File: config.mk
export PLATFORM = sky130hd
export DESIGN_NAME = pfm_pin_mux
export DESIGN_NICKNAME = d
export VERILOG_FILES = /design/src/design/pfm_pkg.sv /design/src/design/pfm_sync.sv /design/src/design/pfm_mux_regs.sv /design/src/design/pfm_pin_mux.sv
export SDC_FILE = /design/constraint.sdc
export NUM_CORES = 1
export LEC_CHECK = 0
export ABC_AREA = 0
export BUFFER_PORTS_ARGS = -buffer_cell sky130_fd_sc_hd__buf_2
export CORE_MARGIN = 3
export CORE_UTILIZATION = 42
export CTS_BUF_LIST = sky130_fd_sc_hd__clkbuf_4
export CTS_CLUSTER_DIAMETER = 120
export DETAILED_ROUTE_END_ITERATION = 16
export GPL_TIMING_DRIVEN = 0
export PLACE_DENSITY = 0.72
export SLEW_MARGIN = 20
export SYNTH_ARGS = -nofsm -noshare
export SYNTH_HDL_FRONTEND = slang
export SYNTH_HIERARCHICAL = 1
export SYNTH_SLANG_ARGS = --single-unit
File: constraint.sdc
create_clock -name clk -period 3 [get_ports clk]
set_input_delay 0.3 -clock clk [delete_from_list [all_inputs] [get_ports clk]]
set_output_delay 0.3 -clock clk [all_outputs]
set_load 0.03 [all_outputs]
File: src/design/pfm_pkg.sv
// constants shared by the pin function multiplexer
package pfm_pkg;
   localparam int MUX_REG_W = 8;
   localparam int MUX_REG_CNT = 3;
   localparam int MUX_BITS = MUX_REG_W * MUX_REG_CNT;
   localparam int MUX_IDX_W = 2;
   localparam int SYNC_STAGES = 2;
   localparam int GEN_OUT_N = 12;
   localparam int GEN_IN_N = 8;
   localparam int GP_N = 22;
   localparam logic [MUX_REG_W-1:0] MUX_REG_RST = 8'h00;
   // multiplexing bit positions
   localparam int MB_IRQ = 0;
   localparam int MB_KBD_PORT = 1;
   localparam int MB_CSER = 3;
   localparam int MB_PWM = 4;
   localparam int MB_FDD2 = 5;
   localparam int MB_A20 = 6;
   localparam int MB_IRSER = 7;
   localparam int MB_MEDIA = 8;
   localparam int MB_KSCAN = 9;
   localparam int MB_DRQ2 = 10;
   localparam int MB_DRQ3 = 11;
   localparam int MB_UART2 = 12;
   localparam int MB_SEL6_LO = 13;
   localparam int MB_SEL10_LO = 15;
   localparam int MB_DACK2 = 17;
   localparam int CONTROLLER_INTERRUPT_1_TRIG_BIT = 3;
   typedef logic [1:0] pfm_sel_t;
   // selector encodings, cleared field always means the default function
   localparam pfm_sel_t SEL_DEFAULT = 2'h0;
   localparam pfm_sel_t SEL6_IRMODE = 2'h1;
   localparam pfm_sel_t SEL6_FRX = 2'h2;
   localparam pfm_sel_t SEL10_RTS = 2'h1;
   localparam pfm_sel_t SEL10_IRMODE = 2'h2;
   localparam pfm_sel_t SEL10_FRX = 2'h3;
   localparam pfm_sel_t GENERIC_OUTPUT_8_DRQ = 2'h2;
   localparam pfm_sel_t GENERIC_OUTPUT_8_RST = 2'h3;
   localparam pfm_sel_t KEY_SCAN_OUT_12_ALT = 2'h3;
   localparam pfm_sel_t KBD_PS = 2'h2;
   localparam pfm_sel_t KBD_CSER = 2'h3;
endpackage

File: src/design/pfm_sync.sv
// two-flop synchronisers for pin inputs
`timescale 1ns/100ps
`default_nettype none
module pfm_sync
   import pfm_pkg::*;
#(
   parameter int WIDTH = 1
) (
   input wire logic clk,
   input wire logic rst,
   input wire logic [WIDTH-1:0] async_in,
   output logic [WIDTH-1:0] sync_out
);
   logic [WIDTH-1:0] meta_reg;
   logic [WIDTH-1:0] sync_reg;
   genvar i;
   generate
      for (i = 0; i < WIDTH; i++) begin : g_bit
         always_ff @(posedge clk) begin
            if (rst) begin
               meta_reg[i] <= 1'b0;
               sync_reg[i] <= 1'b0;
            end else begin
               meta_reg[i] <= async_in[i];
               sync_reg[i] <= meta_reg[i];
            end
         end
      end
   endgenerate
   assign sync_out = sync_reg;
endmodule // pfm_sync
`default_nettype wire

File: src/design/pfm_mux_regs.sv
// three multiplexing registers, controller read and write
`timescale 1ns/100ps
`default_nettype none
module pfm_mux_regs
   import pfm_pkg::*;
(
   input wire logic clk,
   input wire logic rst,
   input wire logic wr_en,
   input wire logic [MUX_IDX_W-1:0] wr_idx,
   input wire logic [MUX_REG_W-1:0] wr_data,
   input wire logic [MUX_IDX_W-1:0] rd_idx,
   output logic [MUX_REG_W-1:0] rd_data,
   output logic [MUX_BITS-1:0] mux_bits
);
   logic [MUX_REG_W-1:0] mux_reg [MUX_REG_CNT];
   logic [MUX_REG_W-1:0] mux_next [MUX_REG_CNT];
   logic [MUX_REG_W-1:0] rd_reg;
   logic [MUX_REG_W-1:0] rd_next;

   always_comb begin
      for (int r = 0; r < MUX_REG_CNT; r++) begin
         mux_next[r] = mux_reg[r];
         if (wr_en && (int'(wr_idx) == r)) begin
            mux_next[r] = wr_data;
         end
      end
      // unused index reads zero
      rd_next = 8'h00;
      if (int'(rd_idx) < MUX_REG_CNT) begin
         rd_next = mux_reg[rd_idx];
      end
   end

   always_ff @(posedge clk) begin
      if (rst) begin
         for (int r = 0; r < MUX_REG_CNT; r++) begin
            mux_reg[r] <= MUX_REG_RST;
         end
         rd_reg <= 8'h00;
      end else begin
         mux_reg <= mux_next;
         rd_reg <= rd_next;
      end
   end

   genvar g;
   generate
      for (g = 0; g < MUX_REG_CNT; g++) begin : g_flat
         assign mux_bits[g*MUX_REG_W +: MUX_REG_W] = mux_reg[g];
      end
   endgenerate
   assign rd_data = rd_reg;
endmodule // pfm_mux_regs
`default_nettype wire

File: src/design/pfm_pin_mux.sv
// pin function multiplexer top
// What this block does
// mux bit 0 puts isa interrupts 6,8,7,12,1 on outputs 0-4, smi on 7.
// mux bit 0 turns serialized interrupt pin into direct uart1 interrupt 3.
// mux bit 5 gives outputs 5,6 second drive select/motor, push-pull or open-drain.
// output 8 carries dma request 2 or cpu reset, by bits 10 and 6.
// mux bit 11 puts dma request 3 on output 9, ack 3 from gp 19.
// mux bit 4 puts pulse modulators 0 and 1 on outputs 10, 11.
// generic inputs 0-7 double as wake events, each gated by wake mask.
// gp 0-2 are wake inputs, gp 3 triggers interrupt 1 via mask bit 3.
// mux bit 9 makes gp 4,5 open-drain key scan outputs 14,15.
// field 14:13 makes gp 6 infrared mode output or fast infrared receive.
// mux bit 7 makes gp 8 infrared receive, gp 9 infrared transmit.
// field 16:15 makes gp 10 uart2 rts, infrared mode or fast receive.
// mux bit 12 makes gp 11-15 the second uart modem lines.
// mux bit 8 makes gp 16 the media id bit 1 input.
// mux bit 6 puts the a20 gate output on gp 17.
// mux bit 17 makes gp 18 the dma ack 2 input.
// gp 20,21 carry keyboard port pair or controller serial, by bits 1 and 3.
// key scan 12,13 carry output 8 and gp 18 open-drain, by bits 17, 6.
// supply not good tri-states infrared mode, transmit, rts and dtr pins.
// all mux bits live in three controller read/write registers.
// a cleared mux bit or field selects the pin's default function.
// selector encodings and combined-bit codes are parameters.
`timescale 1ns/100ps
`default_nettype none
module pfm_pin_mux
   import pfm_pkg::*;
#(
   parameter pfm_sel_t P_SEL6_IRMODE = SEL6_IRMODE,
   parameter pfm_sel_t P_SEL6_FRX = SEL6_FRX,
   parameter pfm_sel_t P_SEL10_RTS = SEL10_RTS,
   parameter pfm_sel_t P_SEL10_IRMODE = SEL10_IRMODE,
   parameter pfm_sel_t P_SEL10_FRX = SEL10_FRX,
   parameter pfm_sel_t P_GENERIC_OUTPUT_8_DRQ = GENERIC_OUTPUT_8_DRQ,
   parameter pfm_sel_t P_GENERIC_OUTPUT_8_RST = GENERIC_OUTPUT_8_RST,
   parameter pfm_sel_t P_KEY_SCAN_OUT_12_ALT = KEY_SCAN_OUT_12_ALT,
   parameter pfm_sel_t P_KBD_PS = KBD_PS,
   parameter pfm_sel_t P_KBD_CSER = KBD_CSER
) (
   input wire logic clk,
   input wire logic rst,
   input wire logic mux_wr_en,
   input wire logic [MUX_IDX_W-1:0] mux_wr_idx,
   input wire logic [MUX_REG_W-1:0] mux_wr_data,
   input wire logic [MUX_IDX_W-1:0] mux_rd_idx,
   output logic [MUX_REG_W-1:0] mux_rd_data,
   input wire logic main_supply_good,
   input wire logic [GEN_OUT_N-1:0] gen_out_dflt,
   input wire logic isa_int6,
   input wire logic isa_int8_low,
   input wire logic isa_int7,
   input wire logic isa_int12,
   input wire logic isa_controller_interrupt_1,
   input wire logic sys_mgmt_interrupt_low,
   input wire logic serialized_interrupt,
   input wire logic serialized_interrupt_oe,
   input wire logic isa_int3,
   input wire logic floppy_drive_select_1_low,
   input wire logic floppy_motor_1_low,
   input wire logic floppy_open_drain,
   input wire logic dma_req_2,
   input wire logic cpu_reset,
   input wire logic dma_req_3,
   input wire logic pulse_mod_out_0,
   input wire logic pulse_mod_out_1,
   input wire logic [GP_N-1:0] gp_dflt_out,
   input wire logic [GP_N-1:0] gp_dflt_oe,
   input wire logic [3:0] key_scan_dflt,
   input wire logic infrared_mode_select,
   input wire logic infrared_serial_transmit,
   input wire logic uart2_request_to_send_low,
   input wire logic uart2_terminal_ready_low,
   input wire logic addr_line_20_gate,
   input wire logic kbd_port_clock_drive_low,
   input wire logic kbd_port_data_drive_low,
   input wire logic controller_serial_transmit,
   input wire logic [GEN_IN_N-1:0] wake_mask,
   input wire logic [MUX_REG_W-1:0] controller_interrupt_1_mask,
   input wire logic [GEN_IN_N-1:0] gen_in_pin,
   input wire logic [GP_N-1:0] gp_pin_in,
   output logic [GEN_OUT_N-1:0] gen_out_pin,
   output logic [GEN_OUT_N-1:0] gen_out_oe,
   output logic serialized_interrupt_pin_out,
   output logic serialized_interrupt_pin_oe,
   output logic [GP_N-1:0] gp_pin_out,
   output logic [GP_N-1:0] gp_pin_oe,
   output logic [1:0] kscan_pin_out,
   output logic [1:0] kscan_pin_oe,
   output logic [GEN_IN_N-1:0] gen_in_value,
   output logic [GEN_IN_N-1:0] wake_event,
   output logic [GP_N-1:0] gp_in_value,
   output logic [2:0] gp_wake,
   output logic controller_interrupt_1,
   output logic infrared_serial_receive,
   output logic fast_infrared_receive,
   output logic uart2_clear_to_send_low,
   output logic uart2_set_ready_low,
   output logic uart2_carrier_detect_low,
   output logic uart2_ring_indicator_low,
   output logic media_id_bit_1,
   output logic dma_ack_2_low,
   output logic dma_ack_3_low,
   output logic kbd_port_clock,
   output logic kbd_port_data,
   output logic controller_serial_receive
);
   ////////////////////////////////////////////////////////////////////////////
   logic [MUX_BITS-1:0] m;
   logic [GEN_IN_N-1:0] gi_s;
   logic [GP_N-1:0] gp_s;
   logic pg_s;

   pfm_mux_regs u_regs (
      .clk(clk), .rst(rst), .wr_en(mux_wr_en), .wr_idx(mux_wr_idx),
      .wr_data(mux_wr_data), .rd_idx(mux_rd_idx), .rd_data(mux_rd_data),
      .mux_bits(m)
   );
   pfm_sync #(.WIDTH(GEN_IN_N + GP_N + 1)) u_sync (
      .clk(clk), .rst(rst),
      .async_in({main_supply_good, gp_pin_in, gen_in_pin}),
      .sync_out({pg_s, gp_s, gi_s})
   );

   pfm_sel_t sel6, sel10, generic_output_8_code, key_scan_out_12_code, kbd_code;
   assign sel6 = m[MB_SEL6_LO +: 2];
   assign sel10 = m[MB_SEL10_LO +: 2];
   assign generic_output_8_code = {m[MB_DRQ2], m[MB_A20]};
   assign key_scan_out_12_code = {m[MB_DACK2], m[MB_A20]};
   assign kbd_code = {m[MB_KBD_PORT], m[MB_CSER]};

   ////////////////////////////////////////////////////////////////////////////
   // output side
   logic [GEN_OUT_N-1:0] go_reg, go_next, goe_reg, goe_next;
   logic [GP_N-1:0] gpo_reg, gpo_next, gpoe_reg, gpoe_next;
   logic sq_reg, sq_next, sqoe_reg, sqoe_next;
   logic [1:0] ko_reg, ko_next, koe_reg, koe_next;
   logic generic_output_8_alt;

   always_comb begin

      go_next = gen_out_dflt;
      goe_next = '1;
      gpo_next = gp_dflt_out;
      gpoe_next = gp_dflt_oe;
      sq_next = serialized_interrupt;
      sqoe_next = serialized_interrupt_oe;
      generic_output_8_alt = 1'b0;
      if (m[MB_IRQ]) begin
         go_next[4:0] = {isa_controller_interrupt_1, isa_int12, isa_int7, isa_int8_low, isa_int6};
         go_next[7] = sys_mgmt_interrupt_low;
         sq_next = isa_int3;
         sqoe_next = 1'b1;
      end
      if (m[MB_FDD2]) begin
         go_next[6:5] = {floppy_motor_1_low, floppy_drive_select_1_low};
         // open-drain mode drives only the low level
         if (floppy_open_drain) begin
            go_next[6:5] = 2'h0;
            goe_next[6:5] = ~{floppy_motor_1_low, floppy_drive_select_1_low};
         end
      end
      if (generic_output_8_code == P_GENERIC_OUTPUT_8_DRQ) begin
         go_next[8] = dma_req_2;
         generic_output_8_alt = 1'b1;
      end else if (generic_output_8_code == P_GENERIC_OUTPUT_8_RST) begin
         go_next[8] = cpu_reset;
         generic_output_8_alt = 1'b1;
      end
      if (m[MB_DRQ3]) begin
         go_next[9] = dma_req_3;
         gpoe_next[19] = 1'b0;
      end
      if (m[MB_PWM]) begin
         go_next[11:10] = {pulse_mod_out_1, pulse_mod_out_0};
      end
      // wake and trigger pins gp 0-3 are always inputs, overriding the gpio default output enable
      gpoe_next[3:0] = 4'h0;
      if (m[MB_KSCAN]) begin
         gpo_next[5:4] = 2'h0;
         gpoe_next[5:4] = ~key_scan_dflt[3:2];
      end
      case (sel6)
         P_SEL6_IRMODE: begin
            gpo_next[6] = infrared_mode_select;
            gpoe_next[6] = pg_s;
         end
         P_SEL6_FRX: gpoe_next[6] = 1'b0;
         default: ;
      endcase
      if (m[MB_IRSER]) begin
         gpoe_next[8] = 1'b0;
         gpo_next[9] = infrared_serial_transmit;
         gpoe_next[9] = pg_s;
      end
      case (sel10)
         P_SEL10_RTS: begin
            gpo_next[10] = uart2_request_to_send_low;
            gpoe_next[10] = pg_s;
         end
         P_SEL10_IRMODE: begin
            gpo_next[10] = infrared_mode_select;
            gpoe_next[10] = pg_s;
         end
         P_SEL10_FRX: gpoe_next[10] = 1'b0;
         default: ;
      endcase
      if (m[MB_UART2]) begin
         gpoe_next[11] = 1'b0;
         gpoe_next[15:13] = 3'h0;
         gpo_next[12] = uart2_terminal_ready_low;
         gpoe_next[12] = pg_s;
      end
      if (m[MB_MEDIA]) begin
         gpoe_next[16] = 1'b0;
      end
      if (m[MB_A20]) begin
         gpo_next[17] = addr_line_20_gate;
         gpoe_next[17] = 1'b1;
      end
      if (m[MB_DACK2]) begin
         gpoe_next[18] = 1'b0;
      end
      // both lines of the pair are open-drain for the keyboard port; for controller serial gp 21 is open-drain transmit, gp 20 an input
      if (kbd_code == P_KBD_PS) begin
         gpo_next[21:20] = 2'h0;
         gpoe_next[21:20] = {kbd_port_data_drive_low, kbd_port_clock_drive_low};
      end else if (kbd_code == P_KBD_CSER) begin
         gpo_next[21:20] = 2'h0;
         gpoe_next[21:20] = {~controller_serial_transmit, 1'b0};
      end
      // key scan 12/13 are open-drain: oe asserts to pull low
      ko_next = 2'h0;
      koe_next[0] = (key_scan_out_12_code == P_KEY_SCAN_OUT_12_ALT) ? ~go_next[8] : ~key_scan_dflt[0];
      koe_next[1] = m[MB_DACK2] ? ~gp_dflt_out[18] : ~key_scan_dflt[1];
   end

   always_ff @(posedge clk) begin
      if (rst) begin
         {go_reg, goe_reg, gpo_reg, gpoe_reg} <= '0;
         {sq_reg, sqoe_reg, ko_reg, koe_reg} <= '0;
      end else begin
         {go_reg, goe_reg, gpo_reg, gpoe_reg} <= {go_next, goe_next, gpo_next, gpoe_next};
         {sq_reg, sqoe_reg, ko_reg, koe_reg} <= {sq_next, sqoe_next, ko_next, koe_next};
      end
   end

   ////////////////////////////////////////////////////////////////////////////
   // input side: inactive alternates idle high (deasserted for low-true lines), except fast infrared receive and media id bit 1, which idle low
   logic [GEN_IN_N-1:0] wk_next, wk_reg;
   logic [2:0] gw_next, gw_reg;
   logic [12:0] ai_next, ai_reg;

   always_comb begin
      wk_next = gi_s & wake_mask;
      gw_next = gp_s[2:0];
      ai_next[0] = gp_s[3] & controller_interrupt_1_mask[CONTROLLER_INTERRUPT_1_TRIG_BIT];
      ai_next[1] = m[MB_IRSER] ? gp_s[8] : 1'b1;
      // gp 6 wins if both pins are set to fast receive
      ai_next[2] = (sel6 == P_SEL6_FRX) ? gp_s[6] :
         ((sel10 == P_SEL10_FRX) & gp_s[10]);
      ai_next[6:3] = m[MB_UART2] ? {gp_s[15], gp_s[14], gp_s[13], gp_s[11]} : 4'hF;
      ai_next[7] = m[MB_MEDIA] & gp_s[16];
      ai_next[8] = m[MB_DACK2] ? gp_s[18] : 1'b1;
      ai_next[9] = m[MB_DRQ3] ? gp_s[19] : 1'b1;
      ai_next[11:10] = (kbd_code == P_KBD_PS) ? gp_s[21:20] : 2'h3;
      ai_next[12] = (kbd_code == P_KBD_CSER) ? gp_s[20] : 1'b1;
   end

   always_ff @(posedge clk) begin
      if (rst) begin
         {wk_reg, gw_reg, ai_reg} <= '0;
      end else begin
         {wk_reg, gw_reg, ai_reg} <= {wk_next, gw_next, ai_next};
      end
   end

   assign {gen_out_pin, gen_out_oe} = {go_reg, goe_reg};
   assign {gp_pin_out, gp_pin_oe} = {gpo_reg, gpoe_reg};
   assign {serialized_interrupt_pin_out, serialized_interrupt_pin_oe} = {sq_reg, sqoe_reg};
   assign {kscan_pin_out, kscan_pin_oe} = {ko_reg, koe_reg};
   assign {gen_in_value, gp_in_value} = {gi_s, gp_s};
   assign {wake_event, gp_wake} = {wk_reg, gw_reg};
   assign {controller_serial_receive, kbd_port_data, kbd_port_clock, dma_ack_3_low,
      dma_ack_2_low, media_id_bit_1, uart2_ring_indicator_low, uart2_carrier_detect_low,
      uart2_set_ready_low, uart2_clear_to_send_low, fast_infrared_receive,
      infrared_serial_receive, controller_interrupt_1} = ai_reg;
endmodule // pfm_pin_mux
`default_nettype wire

* Yosys cells after proc, flatten, opt, wreduce, memory -nomap -nowiden
Cells that the tools add are included.
** Operators by class
- Bitwise gates (word level) :: 13
- Add/sub/neg operators :: 0
- Equal/unequal tests :: 12
- Divide/modulo/power cells :: 0
- Magnitude comparators :: 2
- Reductions and logical operators :: 13
- Shift operators :: 0
- $mul :: 0
- Multiplexer cells :: 38
** Operators by type and width (count)
- $mux 2 :: 11
- $eq 2x2->1 const B :: 10
- $mux 1 :: 18
- $bmux 8 s2 :: 1
- $mux 8 :: 2
- $reduce_or 2->1 :: 8
- $mux 12 :: 1
- $and 8x8->8 :: 1
- $not 1->1 :: 6
- $pmux 1 s2 :: 3
- $mux 5 :: 1
- $eq 2x1->1 const B :: 2
- $mux 4 :: 1
- $not 2->2 :: 2
- $and 1x1->1 :: 3
- $ge 3x3->1 const B :: 1
- $logic_and 1x1->1 :: 3
- $not 2->3 :: 1
- $reduce_or 3->1 :: 1
- $logic_not 2->1 :: 1
- $lt 2x2->1 const B :: 1
** Word-level totals
- Logic and storage cells :: 163
- Latch bits :: 0
- Register bits after elaboration :: 190
- Memory bits (read-only) :: 0
- Memories :: 0
- Output and inout bits :: 136
- Bits in writable memories :: 0

* Logic depth before layout (Yosys ltp)
- Depth after elaboration :: 5
- Gate-level depth with buffers :: 4
- Mapped depth without buffers :: 4

* Hierarchy
Netlist, hierarchy kept.
** By module, submodules not included
- pfm_pin_mux :: instances 1, cells each 259, seq. area each 1661.6 µm², area an instance 2792.7 µm²
- pfm_sync :: instances 1, cells each 130, seq. area each 1241.2 µm², area an instance 1659.1 µm²
- pfm_mux_regs :: instances 1, cells each 121, seq. area each 640.6 µm², area an instance 1315.0 µm²

* Least setup slack after synthesis
Ideal clock, no wire load.
- Path kind :: reg2out
- From :: register goe_reg[10], in the netlist gen_out_oe[10]
- To :: output gen_out_oe[10]
- Slack :: 1.843 ns
- Buffers on the path :: 1
- Cell stages (with the launch flop) :: 2
- Data arrival time :: 0.857 ns
- Cells stage by stage :: dfxtp_1 > buf_4
** RTL lines
- from (decl) :: RTL line pfm_pin_mux.sv:134 : logic [GEN_OUT_N-1:0] go_reg, go_next, goe_reg, goe_next;
- from (signal assigned) :: RTL line pfm_pin_mux.sv:243 : {go_reg, goe_reg, gpo_reg, gpoe_reg} <= {go_next, goe_next, gpo_next, gpoe_next};
- to (decl) :: RTL line pfm_pin_mux.sv:83 : output logic [GEN_OUT_N-1:0] gen_out_oe,
No word-level cell between the ends.

==> impl_results.md <==
- Worst-skew pair later-pin latency: around 0.54 ns
- Power Dens Cells: between 400 and 500 nW/µm²
- Remaining DRCs: 0
- Post-CTS setup buffer count: 0
- Vias/cell: around 4.5
- Grt met1 use: a little under a quarter
- Flop2flop setup slack: approximately 1.3 ns
- P_int: between 0.003 and 0.004 W
- Status: completed
- Crit path kind: register to primary output
- Final Max Tran Viols: 0
- Clk buf depth: 2
- Fmax: just under 600 MHz
- Worst path max stage delay: slightly above 0.5 ns
- IO Count: around 280
- Maxcap violations: 0
- Core Rows: 42
- Ys async rst share: 0%
- Data arrival, critical path: 1.39 ns
- Root buffer cell: clkbuf_4
- Met3 GRT Util: 5.124%
- Avg Inst Size Synth: 11.31 µm²
- Yosys reg bits: ~180
- Type of the tightest min-delay check: input port to register
- M2 GR Usage: 40.71%
- Ys flop type: dfxtp_1
- Fin crit share: between 50% and 60%
- CTS Sinks: between 150 and 200
- Most common cell after layout, fill and taps aside: buf_2
- Die W: roughly 120 µm
- Port bufs: around 260
- Starting density of the core: a little over two fifths
- Clock-pin transition on the worst setup and hold timing paths: around 0.12 ns
- Crit. End Element: primary output
- Yosys warnings: 6
- Routability cong.: 0.8562
- Core Region: 13350 µm²
- Finish-stage setup viols: 0
- GR Overflow Total: 0
- DRT Wirelength: between 15 and 20 mm
- Worst IR Drop VDD: between 200 and 300 µV
- Sequential Power Share: 58.3%
- Busiest grt layer: met2
- Min Tclk post-route: between 1.5 and 2 ns
- Worst path cell trace: buf_4 -> buf_2
- Post-DP HPWL: about 12 mm
- Clock power share: ~25%
- Total number of vias: 5014
- Sw frac: about 27%
- Vias in the first global route: 5053
- WL/cell: 15.84 µm
- Die Area: about 15000 µm²
- Comb power frac: 16.5%
- Die Span Y: 123.2 µm
- Area Growth Syn to Fin: 50.92%
- Leakage: ~4.2 nW
- Clock skew: 0.01774 ns
- Setup TNS: 0 ns
- Most frequent cells in the layout: 281 x buf_2, 177 x dfxtp_1, 116 x dlygate4sd3_1
- Final hold vios: 0
- CP delay by family, top: flip-flops
- Post-Synthesis Cells: 510
- 1st-iter DRT viols: ~190
- CP startpoint kind: register
- Worst EP required: between 2 and 3 ns
- Slowest-stage cell, CP: dfxtp_1
- Psw: 0.001180 W
- WP buf/inv: 2
- Post-synth EDFFs: 0
- Total global-route track usage: 21.86%
- Global-route wire length before repair: 24.93 mm
- RSZ-0062 raised after global routing: no
- H-tree Lvls: 4
- Initial antenna violation count: 0
- Hold Worst Slack: 0.06052 ns
- Seq/Total Area, Yosys: 61.44%
- Mapped Area: about 5800 µm²
- Crit-path max FO: 10
- Fin nets: 1067
- Synth cell types: 31
- Largest net degree at the start of global routing: 17
- Layout cells sized above 1: 35.64%
- Post-DRT Antenna Nets: 0
- TritonCTS clock tree: done
- Num CTS Buffers: 17
- First-pass DRT Iterations: 5
==> stage by stage <==
step                      setup slack (ns)  utilization, %  cells  instance area (µm²)  total power [W]
after floorplan                      1.843               -    515                 5786         0.002903
after global placement               1.446           54.89    955                 7327         0.003119
after detailed placement             1.436           54.89    955                 7327         0.003133
after CTS                            1.246           65.19   1102                 8701         0.004313
after global routing                 1.183           65.19   1102                 8701         0.004480
final                                1.309           65.20   1103                 8703         0.004294
==> logic make-up after synthesis <==
| group | count (synthesis) | synth area share, % |
|---|---|---|
| adder cells (fa/ha/maj) | 6 | 1.302 |
| AND/OR/NAND/NOR | 185 | 19.44 |
| multiplexers | 50 | 8.765 |
| other | 1 | 0.06503 |
| flip-flops | 177 | 61.45 |
| buffers and inverters | 56 | 5.229 |
| AO/OA/AOI/OAI | 35 | 3.754 |
==> power by group through the flow <==
| stage | Sequential, W | Combinational (W) | Clock, W |
|---|---|---|---|
| 3_3_place_gp | 0.00255 | 0.000565 | 0 |
| 5_1_grt | 0.00252 | 0.000754 | 0.00121 |
| 3_5_place_dp | 0.00256 | 0.000575 | 0 |
| 2_1_floorplan | 0.00270 | 0.000198 | 0 |
| 6_report | 0.00251 | 0.000709 | 0.00108 |
| 4_1_cts | 0.00250 | 0.000700 | 0.00111 |
==> layer usage <==
metal | vias to the layer above | wire length, µm
met5 | - | 0
met4 | 0 | 435
met3 | 33 | 1132
met2 | 193 | 9261
met1 | 2340 | 6640
li1 | 2448 | -
==> worst min-delay path, stage by stage <==
cell	delay, ns
buf_2	0.07
nor2b_1	0.12
a211oi_1	0.06
==> cell usage after synthesis, types with 3 or more instances <==
cell type	instances	area, µm²
nor2b_1	80	500.5
buf_4	16	120.1
nand3b_1	8	60.06
o22ai_1	8	50.05
inv_1	14	52.55
clkbuf_1	6	22.52
buf_2	17	85.08
mux2i_1	49	490.5
nor3b_1	8	60.06
a21oi_1	16	80.08
a211oi_1	3	22.52
and3_1	10	62.56
ha_1	6	75.07
dfxtp_1	177	3543
and2_1	4	25.02
a31oi_1	4	25.02
nand2b_1	42	262.8
nor2_1	25	93.84
nand2_1	3	11.26
==> area by class of cell <==
type	count	area, µm²
inverters	14	52.55
plain buffers	42	249.0
multi-input cells	282	1941
fillers	1034	4644
clock inverters	12	70.07
well taps	176	220.2
repair buffers	380	2482
diodes	1	2.502
flip-flops and latches	177	3543
clock buffers	19	142.6
==> repair_timing <==
item | 4_1_cts | 5_1_grt
hold buffers | 116 | 0
endpoints found under the hold margin | 97 | 0
resized for setup | 0 | 0
==> worst paths after layout <==
check / from / end / cells after the start
min: key_scan_dflt[1] / kscan_pin_oe[1]$_SDFF_PP0_ / 3
min reg2reg: u_sync/meta_reg[10]$_SDFF_PP0_ / u_sync/sync_out[10]$_SDFF_PP0_ / 1
max: gen_out_oe[10]$_DFF_P_ / gen_out_oe[8] / 2
max reg2reg: u_regs/mux_bits[0]$_SDFFE_PP0P_ / gen_out_pin[2]$_SDFF_PP0_ / 4
No activity file was read; power rests on OpenSTA's default activity.
